`config.mk`:
```
export PLATFORM = sky130hd
export DESIGN_NAME = adc_control
export DESIGN_NICKNAME = d
export VERILOG_FILES = /design/src/design/adc_tad_divider.v /design/src/design/adc_control.v
export VERILOG_INCLUDE_DIRS = /design/src /design/src/design
export SDC_FILE = /design/constraint.sdc
export NUM_CORES = 1
export LEC_CHECK = 0
export BUFFER_PORTS_ARGS = -buffer_cell sky130_fd_sc_hd__clkbuf_2
export CORE_ASPECT_RATIO = 0.9
export CORE_MARGIN = 2
export CORE_UTILIZATION = 41
export CTS_CLUSTER_DIAMETER = 30
export DETAILED_ROUTE_END_ITERATION = 6
export GPL_TIMING_DRIVEN = 0
export PLACE_DENSITY_LB_ADDON = 0.3
export SYNTH_ARGS = -nofsm -noshare
export SYNTH_HDL_FRONTEND = slang
export SYNTH_SLANG_ARGS = --single-unit
```
`constraint.sdc`:
```
create_clock -name clock -period 5.96 [get_ports clock]
set_clock_uncertainty 0.15 [all_clocks]
set_input_delay 1.49 -clock clock [delete_from_list [all_inputs] [get_ports clock]]
set_output_delay 1.49 -clock clock [all_outputs]
set_load 0.05 [all_outputs]
```
`src/design/adc_regs.vh`:
```
// Contract
// RULE1: Completion loads result, clears start, sets flag
// RULE2: Clock select table depends on reference source
// RULE3: Periods 2/8/32 or RC; internal eight times
// RULE4: Channel select field split, codes 0-5
// RULE5: Thirteen periods; flag rise, start clears fall
// RULE6: Start bit cleared aborts, partial result kept
// RULE7: Power and start together: start cleared
// RULE8: Justify bit selects right or left
// RULE9: Three-bit field selects reference pair
// RULE10: Result not reset; control registers zero
// RULE11: Power bit off stops any conversion
`ifndef ADC_REGS_VH
`define ADC_REGS_VH

// ----------------------------------------------------------------
// Register indexes (byte address is four times the index)
// ----------------------------------------------------------------
`define ADC_ADDR_W 12
`define ADC_IDX_W 10
`define ADC_IDX_CONTROL_0 10'h01e
`define ADC_IDX_CONTROL_1 10'h09f
`define ADC_IDX_RESULT_HIGH 10'h0a0
`define ADC_IDX_RESULT_LOW 10'h0a1
`define ADC_IDX_IRQ_STATUS 10'h0a2
`define ADC_IDX_IRQ_MASK 10'h0a3

// ----------------------------------------------------------------
// Field positions and reset values
// ----------------------------------------------------------------
`define ADC_C0_CLKSEL_HI 7
`define ADC_C0_CLKSEL_LO 6
`define ADC_C0_CHAN_HI 5
`define ADC_C0_CHAN_LO 3
`define ADC_C0_START 2
`define ADC_C0_CHAN_B0 1
`define ADC_C0_POWER 0
`define ADC_C1_JUSTIFY 7
`define ADC_C1_REF_HI 6
`define ADC_C1_REF_LO 4
`define ADC_IRQ_DONE 0
`define ADC_CONTROL_0_RESET 8'h00
`define ADC_CONTROL_1_RESET 8'h00
`define ADC_IRQ_RESET 8'h00

// ----------------------------------------------------------------
// Conversion clock periods, in base ticks
// ----------------------------------------------------------------
`define ADC_CNT_W 9
`define ADC_TAD_DIV_00 9'h002
`define ADC_TAD_DIV_01 9'h008
`define ADC_TAD_DIV_10 9'h020
`define ADC_TAD_DIV_RC 9'h002
`define ADC_INT_REF_SHIFT 3
`define ADC_CONV_TADS 4'hd
`define ADC_DONE_TAD 4'he
`define ADC_RESULT_BITS 12

`endif

```
`src/design/adc_tad_divider.v`:
```
`timescale 1ns/1ps
`default_nettype none
`include "adc_regs.vh"

module adc_tad_divider (
  input wire clock,
  input wire reset_n,
  input wire run,
  input wire [1:0] clock_select,
  input wire internal_ref,
  input wire rc_tick,
  output reg tad_rise,
  output reg tad_fall
);

  reg [`ADC_CNT_W-1:0] count_reg;
  reg [`ADC_CNT_W-1:0] period;
  wire base_tick;

  // RC source counts edges of the RC oscillator, so two per period
  assign base_tick = (clock_select == 2'b11) ? rc_tick : 1'b1;

  always @* begin
    case (clock_select)
      2'b00: period = `ADC_TAD_DIV_00; // RULE3
      2'b01: period = `ADC_TAD_DIV_01; // RULE3
      2'b10: period = `ADC_TAD_DIV_10; // RULE3
      default: period = `ADC_TAD_DIV_RC; // RULE3
    endcase
    if (internal_ref) begin
      period = period << `ADC_INT_REF_SHIFT; // RULE2
    end
  end

  // Restart from zero so the first rise follows the start at once
  always @(posedge clock or negedge reset_n) begin
    if (!reset_n) begin
      count_reg <= {`ADC_CNT_W{1'b0}};
      tad_rise <= 1'b0;
      tad_fall <= 1'b0;
    end else if (!run) begin
      count_reg <= {`ADC_CNT_W{1'b0}};
      tad_rise <= 1'b0;
      tad_fall <= 1'b0;
    end else begin
      tad_rise <= base_tick && (count_reg == {`ADC_CNT_W{1'b0}});
      tad_fall <= base_tick && (count_reg == (period >> 1));
      if (base_tick) begin
        if (count_reg >= period - 1'b1) begin
          count_reg <= {`ADC_CNT_W{1'b0}};
        end else begin
          count_reg <= count_reg + 1'b1;
        end
      end
    end
  end

endmodule
`default_nettype wire

```
`src/design/adc_control.v`:
```
// Chosen here: the APB interface to the registers.
`timescale 1ns/1ps
`default_nettype none
`include "adc_regs.vh"

module adc_control #(
  parameter RESULT_WIDTH = `ADC_RESULT_BITS
) (
  input wire clock,
  input wire reset_n,
  input wire psel,
  input wire penable,
  input wire pwrite,
  input wire [`ADC_ADDR_W-1:0] paddr,
  input wire [31:0] pwdata,
  input wire [3:0] pstrb,
  output reg [31:0] prdata,
  output reg pready,
  output reg pslverr,
  input wire rc_tick,
  input wire comparator_in,
  output reg converter_enable,
  output reg [3:0] channel_select,
  output reg [2:0] reference_config,
  output reg sample_hold,
  output reg [RESULT_WIDTH-1:0] sar_trial,
  output reg conv_busy,
  output reg irq
);

  // ----------------------------------------------------------------
  // State and registers
  // ----------------------------------------------------------------
  localparam [1:0] ST_IDLE = 2'b01;
  localparam [1:0] ST_CONV = 2'b10;

  reg [1:0] state_reg;
  reg [1:0] state_next;
  reg [7:0] adc_control_0_reg;
  reg [7:0] adc_control_0_next;
  reg [7:0] adc_control_1_reg;
  reg [7:0] irq_status_reg;
  reg [7:0] irq_status_next;
  reg [7:0] irq_mask_reg;
  reg [3:0] tad_index_reg;
  reg [3:0] tad_index_next;
  reg [RESULT_WIDTH-1:0] sar_reg;
  reg [RESULT_WIDTH-1:0] sar_next;
  reg [RESULT_WIDTH-1:0] trial_next;
  reg sample_next;
  reg [RESULT_WIDTH-1:0] result_raw_reg;
  reg result_load;
  reg [15:0] result_pair;
  reg [31:0] rdata_next;
  reg decode_hit;
  reg done_event;
  wire tad_rise;
  wire tad_fall;
  wire [`ADC_IDX_W-1:0] reg_index;
  wire access_done;
  wire wr_en;
  wire wr_ctrl0;
  wire wr_ctrl1;
  wire wr_status;
  wire wr_mask;
  wire internal_ref;
  wire start_bit;
  wire power_bit;
  wire [7:0] wbyte;

  // ----------------------------------------------------------------
  // Decode helpers
  // ----------------------------------------------------------------
  function uses_internal_ref;
    input [2:0] code;
    begin
      // RULE9
      case (code)
        3'b010, 3'b100, 3'b110, 3'b111: uses_internal_ref = 1'b1;
        default: uses_internal_ref = 1'b0;
      endcase
    end
  endfunction

  function is_index;
    input [`ADC_ADDR_W-1:0] addr;
    input [`ADC_IDX_W-1:0] idx;
    begin
      is_index = (addr[`ADC_ADDR_W-1:2] == idx) && (addr[1:0] == 2'b00);
    end
  endfunction

  assign reg_index = paddr[`ADC_ADDR_W-1:2];
  assign access_done = psel && penable && pready;
  assign wr_en = access_done && pwrite && pstrb[0];
  assign wbyte = pwdata[7:0];
  assign wr_ctrl0 = wr_en && is_index(paddr, `ADC_IDX_CONTROL_0);
  assign wr_ctrl1 = wr_en && is_index(paddr, `ADC_IDX_CONTROL_1);
  assign wr_status = wr_en && is_index(paddr, `ADC_IDX_IRQ_STATUS);
  assign wr_mask = wr_en && is_index(paddr, `ADC_IDX_IRQ_MASK);
  assign internal_ref = uses_internal_ref(adc_control_1_reg[`ADC_C1_REF_HI:`ADC_C1_REF_LO]); // RULE2
  assign start_bit = adc_control_0_reg[`ADC_C0_START];
  assign power_bit = adc_control_0_reg[`ADC_C0_POWER];

  // ----------------------------------------------------------------
  // Conversion clock
  // ----------------------------------------------------------------
  adc_tad_divider u_tad_divider (
    .clock(clock),
    .reset_n(reset_n),
    .run(state_reg == ST_CONV),
    .clock_select(adc_control_0_reg[`ADC_C0_CLKSEL_HI:`ADC_C0_CLKSEL_LO]),
    .internal_ref(internal_ref),
    .rc_tick(rc_tick),
    .tad_rise(tad_rise),
    .tad_fall(tad_fall)
  );

  // ----------------------------------------------------------------
  // Conversion sequencer
  // ----------------------------------------------------------------
  always @* begin
    state_next = state_reg;
    tad_index_next = tad_index_reg;
    sar_next = sar_reg;
    trial_next = sar_trial;
    sample_next = sample_hold;
    result_load = 1'b0;
    done_event = 1'b0;
    adc_control_0_next = adc_control_0_reg;
    case (state_reg)
      ST_IDLE: begin
        tad_index_next = 4'h0;
        sample_next = 1'b0;
        if (start_bit && power_bit) begin
          state_next = ST_CONV; // RULE5
          sar_next = {RESULT_WIDTH{1'b0}};
          trial_next = {RESULT_WIDTH{1'b0}};
        end
      end
      ST_CONV: begin
        if (!start_bit || !power_bit) begin
          // Abort keeps the partial value already in the result
          state_next = ST_IDLE; // RULE6 RULE11
          sample_next = 1'b0;
          trial_next = {RESULT_WIDTH{1'b0}};
        end else if (tad_rise) begin
          tad_index_next = tad_index_reg + 4'h1;
          if (tad_index_reg == 4'h0) begin
            sample_next = 1'b1;
          end else if (tad_index_next <= `ADC_CONV_TADS) begin
            sample_next = 1'b0;
            trial_next = sar_reg;
            trial_next[RESULT_WIDTH + 1 - tad_index_next] = 1'b1; // RULE5
          end else if (tad_index_next == `ADC_DONE_TAD) begin
            done_event = 1'b1; // RULE1 RULE5
            result_load = 1'b1; // RULE1
            trial_next = {RESULT_WIDTH{1'b0}};
          end
        end else if (tad_fall) begin
          if (tad_index_reg >= 4'h2 && tad_index_reg <= `ADC_CONV_TADS) begin
            sar_next = comparator_in ? sar_trial : sar_reg;
            result_load = 1'b1; // RULE6
          end else if (tad_index_reg == `ADC_DONE_TAD) begin
            state_next = ST_IDLE; // RULE5
            adc_control_0_next[`ADC_C0_START] = 1'b0; // RULE1 RULE5
          end
        end
      end
      default: begin
        state_next = ST_IDLE;
      end
    endcase
    // A software write decides the whole register in its cycle
    if (wr_ctrl0) begin
      adc_control_0_next = wbyte;
      if (wbyte[`ADC_C0_POWER] && !power_bit) begin
        adc_control_0_next[`ADC_C0_START] = 1'b0; // RULE7
      end
      if (!wbyte[`ADC_C0_POWER]) begin
        adc_control_0_next[`ADC_C0_START] = 1'b0; // RULE11
      end
    end
  end

  // ----------------------------------------------------------------
  // Interrupt status, set wins over write-one-to-clear
  // ----------------------------------------------------------------
  always @* begin
    irq_status_next = irq_status_reg;
    if (wr_status) begin
      irq_status_next = irq_status_reg & ~wbyte;
    end
    if (done_event) begin
      irq_status_next[`ADC_IRQ_DONE] = 1'b1; // RULE1
    end
  end

  // ----------------------------------------------------------------
  // Result formatting
  // ----------------------------------------------------------------
  always @* begin
    if (adc_control_1_reg[`ADC_C1_JUSTIFY]) begin
      result_pair = {{(16-RESULT_WIDTH){1'b0}}, result_raw_reg}; // RULE8
    end else begin
      result_pair = {result_raw_reg, {(16-RESULT_WIDTH){1'b0}}}; // RULE8
    end
  end

  // ----------------------------------------------------------------
  // Read mux
  // ----------------------------------------------------------------
  always @* begin
    rdata_next = 32'h0000_0000;
    decode_hit = 1'b1;
    case (reg_index)
      `ADC_IDX_CONTROL_0: rdata_next[7:0] = adc_control_0_reg;
      `ADC_IDX_CONTROL_1: rdata_next[7:0] = adc_control_1_reg;
      `ADC_IDX_RESULT_HIGH: rdata_next[7:0] = result_pair[15:8];
      `ADC_IDX_RESULT_LOW: rdata_next[7:0] = result_pair[7:0];
      `ADC_IDX_IRQ_STATUS: rdata_next[7:0] = irq_status_reg;
      `ADC_IDX_IRQ_MASK: rdata_next[7:0] = irq_mask_reg;
      default: decode_hit = 1'b0;
    endcase
    if (paddr[1:0] != 2'b00) begin
      decode_hit = 1'b0;
      rdata_next = 32'h0000_0000;
    end
  end

  // ----------------------------------------------------------------
  // Clocked state
  // ----------------------------------------------------------------
  always @(posedge clock or negedge reset_n) begin
    if (!reset_n) begin
      state_reg <= ST_IDLE;
      tad_index_reg <= 4'h0;
      sar_reg <= {RESULT_WIDTH{1'b0}};
      sar_trial <= {RESULT_WIDTH{1'b0}};
      sample_hold <= 1'b0;
      adc_control_0_reg <= `ADC_CONTROL_0_RESET; // RULE10
      adc_control_1_reg <= `ADC_CONTROL_1_RESET; // RULE10
      irq_status_reg <= `ADC_IRQ_RESET;
      irq_mask_reg <= `ADC_IRQ_RESET;
    end else begin
      state_reg <= state_next;
      tad_index_reg <= tad_index_next;
      sar_reg <= sar_next;
      sar_trial <= trial_next;
      sample_hold <= sample_next;
      adc_control_0_reg <= adc_control_0_next;
      if (wr_ctrl1) begin
        adc_control_1_reg <= wbyte;
      end
      irq_status_reg <= irq_status_next;
      if (wr_mask) begin
        irq_mask_reg <= wbyte;
      end
    end
  end

  // ----------------------------------------------------------------
  // Bus response
  // ----------------------------------------------------------------
  // Read data is captured at setup, so the access cycle sees settled data
  always @(posedge clock or negedge reset_n) begin
    if (!reset_n) begin
      prdata <= 32'h0000_0000;
      pready <= 1'b0;
      pslverr <= 1'b0;
    end else begin
      // Zero-wait slave: ready in the cycle after setup
      pready <= psel && !penable;
      pslverr <= psel && !penable && !decode_hit;
      if (psel && !penable && !pwrite) begin
        prdata <= rdata_next;
      end
    end
  end

  // ----------------------------------------------------------------
  // Pin outputs
  // ----------------------------------------------------------------
  // Built from next values so pins move in the same cycle as the registers;
  // costs a deeper path through the write decode, saves a cycle of skew
  always @(posedge clock or negedge reset_n) begin
    if (!reset_n) begin
      converter_enable <= 1'b0;
      channel_select <= 4'h0;
      reference_config <= 3'h0;
      conv_busy <= 1'b0;
      irq <= 1'b0;
    end else begin
      converter_enable <= adc_control_0_next[`ADC_C0_POWER]; // RULE11
      // Reserved channel codes pass through; the analog side ignores them
      channel_select <= {adc_control_0_next[`ADC_C0_CHAN_HI:`ADC_C0_CHAN_LO],
                         adc_control_0_next[`ADC_C0_CHAN_B0]}; // RULE4
      reference_config <= wr_ctrl1 ? wbyte[`ADC_C1_REF_HI:`ADC_C1_REF_LO]
                                   : adc_control_1_reg[`ADC_C1_REF_HI:`ADC_C1_REF_LO]; // RULE9
      conv_busy <= (state_next == ST_CONV);
      // Mask written in this cycle already counts
      irq <= |(irq_status_next & (wr_mask ? wbyte : irq_mask_reg));
    end
  end

  // ----------------------------------------------------------------
  // Result storage
  // ----------------------------------------------------------------
  // No reset here: the result survives reset by design
  always @(posedge clock) begin
    if (result_load) begin
      result_raw_reg <= sar_next; // RULE1 RULE10
    end
  end

endmodule
`default_nettype wire

```
==> metrics.md <==
| Metric | Value |
|---|---|
| Cts hold-fix bufs | `0` |
| Max Cap Viol | `0` |
| ANT nets after route | `0` |
| Leakage | `3.08 nW` |
| H-tree depth | `3` |
| Mapped cell area | `0.00552 mm2` |
| CTS Buf Count | `9` |
| WHS | `0.339 ns` |
| Slew headroom | `30.0%` |
| DRC Markers | `0` |
| Final setup viols | `0` |
| GR peak layer | `met2` |
| Status | `finished, final reports clean` |
| Share of cells above drive strength 1 | `24.8%` |
| Most common cell in the synthesized netlist | `dfrtp_1` |
| Critical path fanouts, max | `7` |
| FMAX | `0.283 GHz` |
| Total vias in the final route | `4406` |
| Total core area | `0.0133 mm2` |
| Util after Layout | `48.8%` |
| Final net count | `701` |
| Row count | `40` |
| First-pass GRT wire length | `22.1 mm` |
| Final slew viol count | `0` |
| Antenna violations before repair | `0` |
| CTS tree | `done` |
| Met2 usage | `31.4%` |
| Grt ovf | `0` |
| Die Ht | `114 um` |
| Layout area overhead | `17.2%` |
| Synth Warn # | `0` |
| Max Root-Sink Buffers | `2` |
| Clk Latency, worst-skew pair | `0.35 ns` |
| Total GRT Usage | `19.3%` |
| HP Class | `reg2reg` |
| Routed WL | `13.3 mm` |
| CTS sink count | `101` |
| Synthesized flop and latch total | `101` |
| Synth top cells by count | `88 x dfrtp_1, 42 x nand2_1, 31 x a21oi_1, 28 x buf_4` |
| RSZ-0062 raised after global routing | `false` |
| Largest net degree at the start of global routing | `58` |
| Ys async rst share | `88.1%` |
| DR iter-0 viols | `438` |
| Inst Count DP | `778` |
| Ports | `112` |
| Post-synth top area cell | `dfrtp_1` |
| Sequential share of the synthesized area | `46.9%` |
| ANT cells | `0` |
| Syn Inst Count | `527` |
| Post-DP HPWL | `9.73 mm` |
| EDFF count, synth | `12` |
| RePlAce Congestion | `0.842` |
| # resized after CTS | `0` |
| CP Class | `reg2reg` |
| First drt pass iteration count | `5` |
| Power density over the cells | `223 mW/mm2` |
| M3 GR Usage | `4.50%` |
| Avg WL per Cell | `16.8 um` |
| Routed vias/inst | `5.55` |
| Worst Path Required | `6.06 ns` |
| Final Hold Vio Count | `0` |
| DIE WIDTH | `126 um` |
| VDD IR max | `159 uV` |
| Filler instances | `1216` |
| CP Launch Type | `register` |
| Initial core utilization | `41.6%` |
| Port buffer count | `59` |
| Total Power | `0.00144 W` |
| Yosys top cell area share | `39.9%` |
| CP endpoint kind | `register` |
| Post-Layout Cell Count | `794` |
| WP data arrival | `3.63 ns` |
| Syn avg cell area | `10.5 um2` |
| Final period util | `59.2%` |
| Synth cell types | `69` |
| Root Buffer | `clkbuf_16` |
| Top_reg_cell synth | `dfrtp_1` |
| Worst-path clk slew | `0.07 ns` |
| Die Footprint | `0.0144 mm2` |
| Vias in the first global route | `4374` |
| Ranking of synthesized cells by area | `dfrtp_1 40%, edfxtp_1 6.5%, ha_1 5.7%, mux2_2 4.9%, buf_4 3.8%` |
| Least-Margin Pin Slew | `1.05 ns` |
| Fin crit period | `3.53 ns` |
| Setup TNS | `0 ns` |
| Met1 usage | `26.2%` |
| # Post-CTS Setup Buffers | `0` |
==> layout make-up <==
| cell class | instances | area, um2 | area share, % |
|---|---|---|---|
| Clock buffer | 9 | 225 | 3.48 |
| Buffer | 52 | 320 | 4.95 |
| Tap cell | 168 | 210 | 3.25 |
| Sequential cell | 101 | 2590 | 40.0 |
| Inverter | 21 | 78.8 | 1.22 |
| Multi-Input combinational cell | 376 | 2620 | 40.4 |
| Timing Repair Buffer | 60 | 325 | 5.03 |
| Clock inverter | 7 | 103 | 1.59 |
==> worst paths after layout <==
kind                                                          endpoint  slack (ns)  cells after the start                        startpoint
worst max-delay path            u_tad_divider.count_reg[7]$_DFFE_PN0P_        2.43                     12  adc_control_1_reg[6]$_DFFE_PN0P_
worst min-delay path                             prdata[0]$_DFFE_PN0P_        0.34                      2             prdata[0]$_DFFE_PN0P_
worst max register to register  u_tad_divider.count_reg[7]$_DFFE_PN0P_        2.43                     12  adc_control_1_reg[6]$_DFFE_PN0P_
worst min register to register                   prdata[0]$_DFFE_PN0P_        0.34                      2             prdata[0]$_DFFE_PN0P_
max in group asynchronous                       state_reg[0]$_DFF_PN1_        3.99                      2                           reset_n
min in group asynchronous                        prdata[2]$_DFFE_PN0P_        0.98                      1                           reset_n
==> critical path, cell delays in order (launching register included) <==
cell,delay [ns]
dfrtp_1,0.40
nand2b_1,0.16
a21oi_1,0.46
nand2_1,0.15
ha_1,0.24
xor2_1,0.18
ha_1,0.29
a21o_1,0.16
a21oi_1,0.13
nor2b_1,0.06
o41ai_1,0.47
nand2_1,0.26
o311ai_1,0.34
==> metrics by stage <==
step	instance area (um2)	worst slack [ns]
final	6470	2.43
after global routing	6470	2.13
after CTS	6470	2.46
after detailed placement	6140	2.18
after global placement	6110	2.20
after floorplan	5600	2.70
==> where the power goes <==
| group | switching (W) | internal (W) | total [W] | leakage (nW) |
|---|---|---|---|---|
| Clock | 0.000270 | 0.000375 | 0.000645 | 0.163 |
| Sequential | 0.000000598 | 0.000697 | 0.000697 | 1.37 |
| Combinational | 0.0000735 | 0.0000273 | 0.000101 | 1.55 |
| Total | 0.000344 | 0.00110 | 0.00144 | 3.08 |
==> logic make-up (layout without fill, tap and decap cells) <==
group           count (synthesis)  count (layout)  synth area share, %
xor+xnor                        4               4                0.635
simple gates                  145             145                 14.7
flops                         101             101                 46.9
mux                            32              32                 6.35
compound gates                146             146                 18.4
buf+inv                        73             149                 7.24
other cells                     1              24               0.0680
fa+ha+maj                      25              25                 5.67
==> cells in the final DEF, fill, tap and decap left out, types with 8 or more instances in the layout <==
master / n
a22oi_1: 12
ha_1: 25
nor2b_1: 8
nor2_1: 19
conb_1: 24
clkbuf_1: 12
buf_4: 28
buf_2: 10
nand4_1: 12
clkbuf_2: 58
a31oi_1: 9
mux2i_1: 8
mux2_2: 24
inv_1: 21
clkbuf_16: 9
nand3_1: 25
a21oi_1: 31
o21ai_0: 24
o2bb2ai_1: 13
edfxtp_1: 12
a22o_1: 17
nand2_1: 42
dfrtp_1: 88
==> routing by layer <==
metal | routed length, um | part of all wire, %
met3 | 760 | 5.7
met2 | 6380 | 48
met4 | 224 | 1.7
met5 | 0 | 0
met1 | 5940 | 45
No activity file was read; power rests on OpenSTA's default activity.
